## src/hw/vectored_irq_pkg.sv

```systemverilog
// Package: register map, field positions and reset values of the irq block
package vectored_irq_pkg;
   localparam int NUM_SOURCES = 32;
   localparam int ADDR_WIDTH = 8;
   localparam int DATA_WIDTH = 32;

   // Register byte offsets
   localparam logic [7:0] SOURCE_VECTOR0_OFS = 8'h00;
   localparam logic [7:0] NORMAL_VECTOR_OFS = 8'h04;
   localparam logic [7:0] FAST_VECTOR_OFS = 8'h08;
   localparam logic [7:0] PENDING_OFS = 8'h0c;
   localparam logic [7:0] MASK_OFS = 8'h10;
   localparam logic [7:0] CORE_LINE_STATUS_OFS = 8'h14;
   localparam logic [7:0] SOURCE_ENABLE_CMD_OFS = 8'h20;
   localparam logic [7:0] SOURCE_DISABLE_CMD_OFS = 8'h24;
   localparam logic [7:0] PENDING_CLEAR_CMD_OFS = 8'h28;
   localparam logic [7:0] PENDING_SET_CMD_OFS = 8'h2c;
   localparam logic [7:0] END_OF_SERVICE_CMD_OFS = 8'h30;
   localparam logic [7:0] SPURIOUS_VECTOR_OFS = 8'h34;
   localparam logic [7:0] DEBUG_CONTROL_OFS = 8'h38;
   localparam logic [7:0] FAST_FORCE_ENABLE_CMD_OFS = 8'h40;
   localparam logic [7:0] FAST_FORCE_DISABLE_CMD_OFS = 8'h44;
   localparam logic [7:0] FAST_FORCE_STATE_OFS = 8'h48;
   localparam logic [7:0] EVENT_STATUS_OFS = 8'h50;
   localparam logic [7:0] EVENT_MASK_OFS = 8'h54;

   // Field positions
   localparam int FAST_LINE_STATE_BIT = 0;
   localparam int NORMAL_LINE_STATE_BIT = 1;
   localparam int PROTECTION_ENABLE_BIT = 0;
   localparam int GLOBAL_LINE_MASK_BIT = 1;
   localparam int FAST_SOURCE_BIT = 0;
   localparam int SYSTEM_SOURCE_BIT = 1;

   // Event status bits
   localparam int EVT_END_OF_SERVICE_BIT = 0;
   localparam int EVT_SPURIOUS_READ_BIT = 1;
   localparam int EVENT_WIDTH = 2;

   // Reset values and masks
   localparam logic [31:0] ZERO_WORD = 32'h0000_0000;
   localparam logic [31:0] FAST_FORCE_IMPL_MASK = 32'hffff_fffe;
   localparam logic [1:0] DEBUG_IMPL_MASK = 2'h3;

   typedef enum logic [1:0] {
      SERVICE_IDLE = 2'b00,
      SERVICE_NORMAL = 2'b01,
      SERVICE_FAST = 2'b10
   } service_type;
endpackage

```

## src/hw/vectored_irq_command_regs.sv

```systemverilog
// Command, status and vector register set of a 32-source vectored irq block
//
// Our own choices: the placing of the registers and the plain strobed port.
`timescale 1ns/10ps

module vectored_irq_command_regs (
   // Clock and reset
   input wire logic clock,
   input wire logic nrst,
   // Register port
   input wire logic [7:0] address,
   input wire logic [31:0] writeData,
   input wire logic writeStrobe,
   input wire logic readStrobe,
   output logic [31:0] readData,
   // Interrupt source levels, active high
   input wire logic [31:0] sourceLevel,
   // Processor request lines, active low
   output logic fast_request_out_n,
   output logic normal_request_out_n,
   // Status to the rest of the system
   output logic protection_enable,
   output logic serviceBusy,
   output logic eventIrq
);

   ////////////////////////////////////////////////////////////////////////
   typedef struct packed {
      logic [31:0] enabled;
      logic [31:0] pending;
      logic [31:0] fastForce;
      logic [31:0] spuriousVector;
      logic [31:0] sourceVector0;
      logic [31:0] normalVector;
      logic [1:0] debugCtrl;
      logic [4:0] currentSource;
      vectored_irq_pkg::service_type service;
      logic [1:0] eventStatus;
      logic [1:0] eventMask;
      logic [31:0] readData;
      logic fastN;
      logic normalN;
      logic protection;
      logic busy;
      logic irq;
   } state_type;

   state_type r;
   state_type next_r;

   // Lowest numbered set bit picks the source to serve
   function automatic logic [4:0] lowestSet(input logic [31:0] v);
      logic [4:0] idx;
      idx = 5'h00;
      for (int i = 31; i >= 0; i--) begin
         if (v[i]) begin
            idx = i[4:0];
         end
      end
      return idx;
   endfunction

   function automatic logic isWrite(input logic [7:0] ofs,
                                    input logic [7:0] adr,
                                    input logic we);
      return we && (adr == ofs);
   endfunction

   // One-hot word with a single source bit set
   function automatic logic [31:0] oneHot(input int pos);
      logic [31:0] w;
      w = vectored_irq_pkg::ZERO_WORD;
      w[pos] = 1'b1;
      return w;
   endfunction

   ////////////////////////////////////////////////////////////////////////
   logic [31:0] fastCand;
   logic [31:0] normalCand;
   logic fastActive;
   logic normalActive;
   logic [1:0] events;
   logic lineHold;
   logic fastLevel;
   logic normalLevel;

   ////////////////////////////////////////////////////////////////////////
   // Register map, byte offsets (names in the package)
   //   0x00 source vector 0, read/write
   //   0x04 normal vector, read-only; a hit enters service
   //   0x08 fast vector, read-only
   //   0x0c pending, read-only
   //   0x10 enable mask, read-only
   //   0x14 core line status, read-only
   //   0x20 enable command, write-only
   //   0x24 disable command, write-only
   //   0x28 pending clear command, write-only
   //   0x2c pending set command, write-only
   //   0x30 end of service command, write-only, data ignored
   //   0x34 spurious vector, read/write
   //   0x38 debug control, read/write, two bits
   //   0x40 fast force enable command, write-only
   //   0x44 fast force disable command, write-only
   //   0x48 fast force state, read-only
   //   0x50 event status, cleared by its read
   //   0x54 event mask, read/write
   // Any other offset reads zero and swallows writes.

   ////////////////////////////////////////////////////////////////////////
   // Write decode, one strobe per writable location; read-only offsets
   // have no strobe at all, so writes to them cannot touch state
   logic wrEnable;
   logic wrDisable;
   logic wrClear;
   logic wrSet;
   logic wrFastOn;
   logic wrFastOff;
   logic wrSpurious;
   logic wrVector0;
   logic wrDebug;
   logic wrEventMask;
   logic wrEndService;

   always_comb begin
      wrEnable = isWrite(vectored_irq_pkg::SOURCE_ENABLE_CMD_OFS,
                         address, writeStrobe);
      wrDisable = isWrite(vectored_irq_pkg::SOURCE_DISABLE_CMD_OFS,
                          address, writeStrobe);
      wrClear = isWrite(vectored_irq_pkg::PENDING_CLEAR_CMD_OFS,
                        address, writeStrobe);
      wrSet = isWrite(vectored_irq_pkg::PENDING_SET_CMD_OFS,
                      address, writeStrobe);
      wrFastOn = isWrite(vectored_irq_pkg::FAST_FORCE_ENABLE_CMD_OFS,
                         address, writeStrobe);
      wrFastOff = isWrite(vectored_irq_pkg::FAST_FORCE_DISABLE_CMD_OFS,
                          address, writeStrobe);
      wrSpurious = isWrite(vectored_irq_pkg::SPURIOUS_VECTOR_OFS,
                           address, writeStrobe);
      wrVector0 = isWrite(vectored_irq_pkg::SOURCE_VECTOR0_OFS,
                          address, writeStrobe);
      wrDebug = isWrite(vectored_irq_pkg::DEBUG_CONTROL_OFS,
                        address, writeStrobe);
      wrEventMask = isWrite(vectored_irq_pkg::EVENT_MASK_OFS,
                            address, writeStrobe);
      wrEndService = isWrite(vectored_irq_pkg::END_OF_SERVICE_CMD_OFS,
                             address, writeStrobe);
   end

   ////////////////////////////////////////////////////////////////////////
   always_comb begin
      next_r = r;

      // Pending latches high source levels until cleared; software set wins over clear
      next_r.pending = r.pending | sourceLevel;
      if (wrClear) begin
         next_r.pending = next_r.pending & ~writeData;
      end
      if (wrSet) begin
         next_r.pending = next_r.pending | writeData;
      end

      // Enable and disable never meet: one address per cycle
      if (wrEnable) begin
         next_r.enabled = r.enabled | writeData;
      end
      if (wrDisable) begin
         next_r.enabled = r.enabled & ~writeData;
      end
      if (wrFastOn) begin
         next_r.fastForce = r.fastForce
            | (writeData & vectored_irq_pkg::FAST_FORCE_IMPL_MASK);
      end
      if (wrFastOff) begin
         next_r.fastForce = r.fastForce & ~writeData;
      end
      if (wrSpurious) begin
         next_r.spuriousVector = writeData;
      end
      if (wrVector0) begin
         next_r.sourceVector0 = writeData;
      end
      if (wrDebug) begin
         next_r.debugCtrl = writeData[1:0]
            & vectored_irq_pkg::DEBUG_IMPL_MASK;
      end
      if (wrEventMask) begin
         next_r.eventMask = writeData[1:0];
      end

      // Any data value completes the service in progress
      if (wrEndService) begin
         next_r.service = vectored_irq_pkg::SERVICE_IDLE;
         next_r.currentSource = '0;
      end

      // Normal vector read acknowledges the source being served
      // The handler reads the vector before it writes end of service; a
      // second read while busy is refused by the idle-service check and gets the spurious one
      next_r.readData = vectored_irq_pkg::ZERO_WORD;
      if (readStrobe) begin
         case (address)
            vectored_irq_pkg::SOURCE_VECTOR0_OFS:
               next_r.readData = r.sourceVector0;
            vectored_irq_pkg::NORMAL_VECTOR_OFS: begin
               if (normalActive) begin
                  next_r.readData = r.normalVector;
                  next_r.currentSource = lowestSet(normalCand);
                  next_r.service = vectored_irq_pkg::SERVICE_NORMAL;
               end else begin
                  next_r.readData = r.spuriousVector;
               end
            end
            vectored_irq_pkg::FAST_VECTOR_OFS: begin
               if (fastActive) begin
                  next_r.readData = r.sourceVector0;
               end else begin
                  next_r.readData = r.spuriousVector;
               end
            end
            vectored_irq_pkg::PENDING_OFS:
               next_r.readData = r.pending;
            vectored_irq_pkg::MASK_OFS:
               next_r.readData = r.enabled;
            vectored_irq_pkg::CORE_LINE_STATUS_OFS: begin
               next_r.readData[vectored_irq_pkg::FAST_LINE_STATE_BIT] =
                  ~r.fastN;
               next_r.readData[vectored_irq_pkg::NORMAL_LINE_STATE_BIT] =
                  ~r.normalN;
            end
            vectored_irq_pkg::SPURIOUS_VECTOR_OFS:
               next_r.readData = r.spuriousVector;
            vectored_irq_pkg::DEBUG_CONTROL_OFS:
               next_r.readData[1:0] = r.debugCtrl;
            vectored_irq_pkg::FAST_FORCE_STATE_OFS:
               next_r.readData = r.fastForce;
            vectored_irq_pkg::EVENT_STATUS_OFS: begin
               next_r.readData[1:0] = r.eventStatus;
               next_r.eventStatus = 2'h0;
            end
            vectored_irq_pkg::EVENT_MASK_OFS:
               next_r.readData[1:0] = r.eventMask;
            default:
               next_r.readData = vectored_irq_pkg::ZERO_WORD;
         endcase
      end

      // Set wins over the clear-on-read
      next_r.eventStatus = next_r.eventStatus | events;

      // Vector of the candidate; only source 0 has a stored vector here
      next_r.normalVector = (lowestSet(normalCand) == 5'h00)
         ? r.sourceVector0 : r.spuriousVector;

      // Lines are active low; the levels come from the block below
      next_r.fastN = ~fastLevel;
      next_r.normalN = ~normalLevel;
      next_r.protection =
         next_r.debugCtrl[vectored_irq_pkg::PROTECTION_ENABLE_BIT];
      next_r.busy = (next_r.service != vectored_irq_pkg::SERVICE_IDLE);
      next_r.irq = |(next_r.eventStatus & next_r.eventMask);
   end

   // Forced sources leave the normal path entirely
   always_comb begin
      fastCand = r.pending & r.enabled
         & (r.fastForce
            | oneHot(vectored_irq_pkg::FAST_SOURCE_BIT));
      normalCand = r.pending & r.enabled & ~fastCand;
      fastActive = |fastCand;
      // A normal request waits until the current service completes
      normalActive = (|normalCand)
         && (r.service == vectored_irq_pkg::SERVICE_IDLE);
   end

   // Events seen this cycle; the status word holds them until read
   always_comb begin
      events = '0;
      events[vectored_irq_pkg::EVT_END_OF_SERVICE_BIT] =
         wrEndService;
      if (readStrobe && (address == vectored_irq_pkg::NORMAL_VECTOR_OFS)
          && !normalActive) begin
         events[vectored_irq_pkg::EVT_SPURIOUS_READ_BIT] = 1'b1;
      end
      if (readStrobe && (address == vectored_irq_pkg::FAST_VECTOR_OFS)
          && !fastActive) begin
         events[vectored_irq_pkg::EVT_SPURIOUS_READ_BIT] = 1'b1;
      end
   end

   ////////////////////////////////////////////////////////////////////////
   // Request line levels; the global mask beats every source, so software
   // can silence the core without touching enables or pending bits
   always_comb begin
      lineHold = r.debugCtrl[vectored_irq_pkg::GLOBAL_LINE_MASK_BIT];
      fastLevel = fastActive && !lineHold;
      normalLevel = normalActive && !lineHold;
   end

   ////////////////////////////////////////////////////////////////////////
   always_ff @(posedge clock or negedge nrst) begin
      if (!nrst) begin
         // Lines reset high so the core sees no request while reset holds
         r <= '0;
         r.fastN <= 1'b1;
         r.normalN <= 1'b1;
      end else begin
         r <= next_r;
      end
   end

   // Every output is a flip-flop of the state word, no logic after it
   assign readData = r.readData;
   assign fast_request_out_n = r.fastN;
   assign normal_request_out_n = r.normalN;
   assign protection_enable = r.protection;
   assign serviceBusy = r.busy;
   assign eventIrq = r.irq;

endmodule

```

## config.mk

```make
export PLATFORM = sky130hd
export DESIGN_NAME = vectored_irq_command_regs
export DESIGN_NICKNAME = d
export VERILOG_FILES = /design/src/hw/vectored_irq_pkg.sv /design/src/hw/vectored_irq_command_regs.sv
export SDC_FILE = /design/constraint.sdc
export NUM_CORES = 1
export LEC_CHECK = 0
export BUFFER_PORTS_ARGS = -buffer_cell sky130_fd_sc_hd__buf_2
export CAP_MARGIN = 10
export CORE_ASPECT_RATIO = 1.1
export CORE_UTILIZATION = 59
export DETAILED_ROUTE_END_ITERATION = 7
export PLACE_DENSITY_LB_ADDON = 0.08
export RECOVER_POWER = 25
export SETUP_SLACK_MARGIN = 0.1
export SLEW_MARGIN = 10
export SYNTH_ARGS = -nofsm -noshare
export SYNTH_HDL_FRONTEND = slang
export SYNTH_SLANG_ARGS = --single-unit
```

## constraint.sdc

```tcl
create_clock -name clock -period 2.55 [get_ports clock]
set_clock_uncertainty 0.1 [all_clocks]
set_input_delay 0.51 -clock clock [delete_from_list [all_inputs] [get_ports clock]]
set_output_delay 0.51 -clock clock [all_outputs]
set_load 0.03 [all_outputs]
```

==> metrics.cfg, run 1 <==
[run_status]
status = complete, but fails checks
violations = max-capacitance violations, negative setup slack

[hold_path]
hold_end = r[193]$_DFF_PN0_
hp-start = sourceLevel[15]
holdPathStages = 3
hp-class = primary input to flip-flop

[logic_synthesis]
synthCells = 1031
synth_area_leaders = dfrtp_1, mux2_2, nand2_1
ys_types = 50
synth_edf_count = 0
synthArstFlopShare = 1.00
synth_seq_cells = 236
yosysTopAreaCellShare = 0.535
avgSynthCellArea_um2 = 10.6
yosysTopAreaCell = dfrtp_1
synth.top_cells.by_count = dfrtp_1, nand2_1, mux2_2
syn-num-nets = 1107
synth_flop_cell = dfrtp_1
synth_area_um2 = 11000
seq_area_frac_synth = 0.539
synth.most_common_cell = dfrtp_1
ys_warn_count = 0

[worst_setup_path]
path_common_cell = buf_4
crit_type = flip-flop to flip-flop
crit_chain = buf_4 > buf_4 > nand3_1 > nand4_1 > nor4_1 > nand2_2 > a21o_1 > nor2b_4 > clkbuf_16 > a221o_1
end_kind = flip-flop
worst-path-buf-inv = 3
r2r_start = r[197]$_DFF_PN0_
worstPathArrival_ns = 2.86
cp_max_fo = 5
cp-start-kind = flip-flop
cp.required_ns = 2.86
r2r_end = readData[19]$_DFF_PN0_
rr_worst_depth = 10
slowest_stage = dfrtp_1
crit_family = simple AND/OR/NAND/NOR gates
cp_slowest_stage_delay_ns = 0.39
ff2ff_setup_slack_ns = -0.005

[place]
dp_hpwl_um = 20500
io_buffers = 112
dpl_worst_slack_ns = -0.144
gp_congestion = 0.855
dpl_cell_area_um2 = 12400

[routing]
vias_per_cell = 6.28
wl_met1_um = 12800
firstDrtPassIters = 6
vias = 9148
ant_nets = 0
wl_met3_um = 2470
met2WireLength_um = 15300
drc = 0
routedWlPerCell_um = 21.7
top_layer_used = met4
first_iter_violations = 837
routed_wl_um = 31600

[run]
maxCapViolations = 1

[grt]
grt_max_degree = 69
track_usage = 0.334
grt_first_pass_wirelength_um = 49800
gr-total-overflow = 0
antenna_found_initial = 0
grt_pass1_vias = 9217

[timing]
finalMaxSlewViolations = 0
rsz0062_at_grt = true
clock.fmax_mhz = 391
period_needed_ns = 2.56
slew_headroom = 0.00223
finalCritPeriodShare = 1.00
setup_viol = 3
setup_slack_ns = -0.00530
finalHoldViolations = 0
tightest_slew_ns = 1.50

[die]
die_w_um = 132
ios = 113
core-area_um2 = 17900
rows = 51
dieArea_um2 = 19100
start_util = 0.611
die_y_um = 145

[clock_tree]
htree_levels = 1
cts.sink_count = 236
cts_buffer_depth = 3
cts_made_buffers = 25
clk_pin_slew_ns = 0.06
root_buffer = clkbuf_16
clk_latency_ns = 0.53
cts_tree = yes

[finish]
design_area_um2 = 13400
antenna_cells = 0
layout.nets = 1275
drive_gt1_frac = 0.336
synthToLayoutAreaGrowth_pct = 21.9

[pwr]
power_density_nw_per_um2 = 636
p_leak_nw = 6.05
total_power_mw = 8.49
irDropWorstVdd_mv = 0.705

==> report_power, final <==
part / internal [mW] / leakage (nW) / switching [mW]
logic: 0.433 / 2.58 / 0.525
clock network: 2.00 / 0.387 / 1.48
registers: 3.93 / 3.08 / 0.127
total: 6.36 / 6.05 / 2.13
==> stage by stage <==
| stage | TNS [ns] | hold WS (ns) | cells | util |
|---|---|---|---|---|
| after detailed placement | -3.62 | 0.366 | 1403 | 0.689 |
| final | -0.0111 | 0.103 | 1456 | 0.745 |
| after global placement | -3.87 | 0.370 | 1403 | 0.689 |
| after global routing | -1.94 | 0.103 | 1456 | 0.745 |
| after floorplan | 0 | 0.114 | 1031 | - |
| after CTS | 0 | 0.0888 | 1453 | 0.738 |
==> kinds of logic (layout without fill, tap and decap cells) <==
family | count (synthesis) | count (layout) | share of synthesized area
muxes | 100 | 100 | 0.103
buffers and inverters | 96 | 283 | 0.0491
DFF | 236 | 236 | 0.539
and+or+nand+nor | 322 | 322 | 0.136
AOI/OAI and AO/OA | 277 | 277 | 0.173
==> layout by cell type, fill, tap and decap left out, types with 3 or more instances in the layout <==
cell type / Yosys / routed
clkbuf_8: 0 / 3
a222oi_1: 3 / 3
buf_4: 36 / 95
nor2_1: 9 / 4
a21oi_1: 61 / 61
a22oi_1: 30 / 30
buf_12: 0 / 11
a32oi_1: 3 / 3
nand2_1: 213 / 212
nand3_2: 0 / 5
nand3b_1: 23 / 23
clkinv_2: 0 / 8
o21ai_0: 69 / 69
o2111ai_1: 7 / 4
nor4_4: 1 / 3
nor2_2: 0 / 5
buf_2: 9 / 111
clkbuf_16: 0 / 26
dfrtp_1: 234 / 233
clkbuf_1: 35 / 6
o2111ai_2: 0 / 3
clkbuf_2: 1 / 3
a31oi_1: 35 / 35
a221o_1: 58 / 58
nand3_1: 38 / 33
buf_6: 4 / 12
nand4_1: 7 / 7
mux2_2: 100 / 100
==> worst max path at each step <==
stage | start | end | slack, ns | depth (start not counted)
after floorplan | address[6] | readData[20]$_DFF_PN0_ | 0.04 | 11
after global placement | address[4] | readData[4]$_DFF_PN0_ | -0.12 | 9
after detailed placement | address[4] | readData[4]$_DFF_PN0_ | -0.14 | 9
after CTS | r[197]$_DFF_PN0_ | readData[12]$_DFF_PN0_ | 0.02 | 10
after global routing | r[197]$_DFF_PN0_ | readData[15]$_DFF_PN0_ | -0.09 | 10
final | r[197]$_DFF_PN0_ | readData[19]$_DFF_PN0_ | -0.005 | 10
==> per-layer routing <==
metal / vias up / global-route usage
met5: - / 0
met4: 0 / 0.131
met3: 82 / 0.0601
met2: 458 / 0.552
met1: 4496 / 0.437
li1: 4112 / -
==> what timing repair did <==
| action | 4_1_cts | 5_1_grt |
|---|---|---|
| gates resized for setup | 13 | 23 |
| setup endpoints to repair | 32 | 33 |
| endpoints found under the hold margin | 53 | 0 |
| setup buffers | 3 | 2 |
| gates cloned | 0 | 2 |
| hold buffers | 1 | 0 |
| pin swaps | 35 | 17 |
==> cell type report <==
cell class                 count  area, µm²
inverter                       2       7.51
timing repair buffer         235       1690
clock buffer                  34        689
fill                        1228       4580
clock inverter                12       93.8
sequential                   236       5910
multi-input combinational    699       4660
tap                          238        298
==> worst reg2reg max path: cells and delay by family, from the launching register on <==
family          cells  cell delay (ns)
simple gates        5             0.95
compound gates      2             0.55
buf+inv             3             0.45
flops               1             0.39
Note: power is estimated with default switching activity, not from simulation.
==> run 2: changes to the inputs <==
--- a/config.mk
+++ b/config.mk
@@ -8,7 +8,8 @@
 export BUFFER_PORTS_ARGS = -buffer_cell sky130_fd_sc_hd__buf_2
 export CAP_MARGIN = 10
 export CORE_ASPECT_RATIO = 1.1
-export CORE_UTILIZATION = 59
+export CORE_UTILIZATION = 61
+export CTS_BUF_LIST = sky130_fd_sc_hd__clkbuf_8
 export DETAILED_ROUTE_END_ITERATION = 7
 export PLACE_DENSITY_LB_ADDON = 0.08
 export RECOVER_POWER = 25
==> run 2 against run 1 <==
The run now ends clean. Sequential cell count is the same. Maximum frequency grew 1.5%. Register-to-register slack gained 0.04 ns. Wire length grew 1.0%. Setup slack gained 0.039 ns. Largest power group unchanged. Power shrank 2.4%. Count of clock-buffer cells in the layout grew 17. Cell area shrank 0.66%. Clock power shrank 6.3%. Sequential power is essentially flat. Die area shrank 3.2%.
==> metrics.cfg, run 2 (synthesized netlist as in run 1, its figures left out) <==
[run_status]
status = finished, final reports clean  ; was complete, but fails checks

[pwr]
power_density_nw_per_um2 = 624  ; was 636 nW/µm²
p_leak_nw = 6.06  ; was 6.05 nW
irDropWorstVdd_mv = 0.468  ; was 0.705 mV
total_power_mw = 8.28  ; was 8.49 mW

[die]
die_w_um = 130  ; was 132 µm
ios = 113  ; unchanged
dieArea_um2 = 18500  ; was 19100 µm²
core-area_um2 = 17600  ; was 17900 µm²
die_y_um = 143  ; was 145 µm
start_util = 0.622  ; was 0.611
rows = 51  ; unchanged

[worst_setup_path]
cp_slowest_stage_delay_ns = 0.38  ; was 0.39 ns
crit_type = flip-flop to flip-flop  ; unchanged
cp_max_fo = 11  ; was 5
end_kind = flip-flop  ; unchanged
crit_chain = nand3b_1 > o2111ai_2 > nor4_2 > buf_4 > a211oi_4 > nor3b_4 > clkbuf_16 > a221o_1 > a221o_1  ; was buf_4 > buf_4 > nand3_1 > nand4_1 > nor4_1 > nand2_2 > a21o_1 > nor2b_4 > clkbuf_16 > a221o_1
cp-start-kind = flip-flop  ; unchanged
cp.required_ns = 2.87  ; was 2.86 ns
ff2ff_setup_slack_ns = 0.03  ; was -0.005 ns
r2r_start = r[197]$_DFF_PN0_  ; unchanged
path_common_cell = a221o_1  ; was buf_4
rr_worst_depth = 9  ; was 10
slowest_stage = dfrtp_1  ; unchanged
r2r_end = readData[10]$_DFF_PN0_  ; was readData[19]$_DFF_PN0_
worstPathArrival_ns = 2.83  ; was 2.86 ns

[hold_path]
hold_end = r[192]$_DFF_PN0_  ; was r[193]$_DFF_PN0_
hp-start = sourceLevel[14]  ; was sourceLevel[15]
hp-class = primary input to flip-flop  ; unchanged
holdPathStages = 3  ; unchanged

[routing]
first_iter_violations = 875  ; was 837
routedWlPerCell_um = 21.8  ; was 21.7 µm
ant_nets = 0  ; unchanged
drc = 0  ; unchanged
vias_per_cell = 6.35  ; was 6.28
vias = 9288  ; was 9148
firstDrtPassIters = 6  ; unchanged
routed_wl_um = 31900  ; was 31600 µm

[clock_tree]
clk_pin_slew_ns = 0.06  ; about the same
cts_made_buffers = 38  ; was 25
root_buffer = clkbuf_8  ; was clkbuf_16
htree_levels = 2  ; was 1
cts_tree = yes  ; unchanged
cts.sink_count = 236  ; unchanged
clk_latency_ns = 0.54  ; was 0.53 ns
cts_buffer_depth = 3  ; unchanged

[finish]
final_cells = 1463  ; was 1456
nFillCells = 1280  ; was 1228
layout.nets = 1276  ; was 1275
synthToLayoutAreaGrowth_pct = 21.1  ; was 21.9%
antenna_cells = 0  ; unchanged
final_common_cell = dfrtp_1  ; unchanged
drive_gt1_frac = 0.335  ; was 0.336
fin_util = 0.753  ; was 0.745
layout.cells.most_common_list = dfrtp_1, nand2_1, buf_2  ; unchanged
design_area_um2 = 13300  ; was 13400 µm²

[place]
dp_cells = 1376  ; was 1403
dpl_worst_slack_ns = -0.151  ; was -0.144 ns
gp_congestion = 0.866  ; was 0.855
dpl_cell_area_um2 = 12200  ; was 12400 µm²
io_buffers = 112  ; unchanged
dp_hpwl_um = 19900  ; was 20500 µm

[timing]
slew_headroom = 0.148  ; was 0.00223
tightest_slew_ns = 1.28  ; was 1.50 ns
period_needed_ns = 2.52  ; was 2.56 ns
clock.fmax_mhz = 397  ; was 391 MHz
finalHoldViolations = 0  ; unchanged
setup_slack_ns = 0.0336  ; was -0.00530 ns
setup_viol = 0  ; was 3
rsz0062_at_grt = true  ; unchanged
finalCritPeriodShare = 0.987  ; was 1.00
finalMaxSlewViolations = 0  ; unchanged

[grt]
grt_first_pass_wirelength_um = 49000  ; was 49800 µm
gr-total-overflow = 0  ; unchanged
track_usage = 0.353  ; was 0.334
grt_pass1_vias = 9014  ; was 9217
grt_max_degree = 74  ; was 69
antenna_found_initial = 0  ; unchanged

[run]
maxCapViolations = 0  ; was 1

-- run 2: timing repair --
item | 4_1_cts | 5_1_grt
gates cloned | 1 | 1
endpoints found under the hold margin | 42 | 0
hold buffers | 1 | 0
setup buffers | 13 | 6
pin swaps | 11 | 18
endpoints found under the setup margin | 36 | 32
resized for setup | 10 | 17
-- run 2: critical path: cells and delay by family, from the launching register on --
| family | cells | cell delay, ns |
|---|---|---|
| DFF | 1 | 0.38 |
| AOI/OAI and AO/OA | 4 | 0.84 |
| buffers and inverters | 2 | 0.37 |
| and+or+nand+nor | 3 | 0.69 |
-- run 2: layout make-up --
class                   count  area [µm²]  share of cell area
repair buffers            223        1620               0.122
clock buffers              51         702              0.0529
well taps                 238         298              0.0225
clock inverters            14        62.6             0.00472
multi-input cells         699        4660               0.352
flip-flops and latches    236        5910               0.445
inverters                   2        7.51            0.000566
-- run 2: how the worst max path moves through the flow --
stage                     start                endpoint  slack, ns  cells after the start
2_1_floorplan        address[6]  readData[20]$_DFF_PN0_       0.04                     11
3_3_place_gp         address[4]  readData[21]$_DFF_PN0_      -0.11                      9
3_5_place_dp         address[4]  readData[16]$_DFF_PN0_      -0.15                      9
4_1_cts               flip-flop  readData[26]$_DFF_PN0_       0.09                      8
5_1_grt               flip-flop  readData[13]$_DFF_PN0_     -0.007                      8
6_report       r[197]$_DFF_PN0_  readData[10]$_DFF_PN0_       0.03                      9
-- run 2: through the flow --
step                TNS [ns]  hold slack (ns)
floorplan                  0            0.114
global placement       -3.18            0.345
detailed placement     -4.11            0.341
CTS                        0           0.0800
global route         -0.0229            0.110
finish                     0            0.101
-- run 2: metal layers --
metal / track usage / wire length (µm) / vias to the layer above
met5: 0 / 0 / -
met4: 0.155 / 1180 / 0
met3: 0.0556 / 2550 / 100
met2: 0.571 / 15100 / 510
met1: 0.471 / 13000 / 4573
li1: - / - / 4105
-- run 2: power breakdown --
part,total [mW],switching [mW],internal [mW]
logic,0.963,0.531,0.432
registers,4.06,0.131,3.93
clock network,3.26,1.48,1.78
total,8.28,2.15,6.14
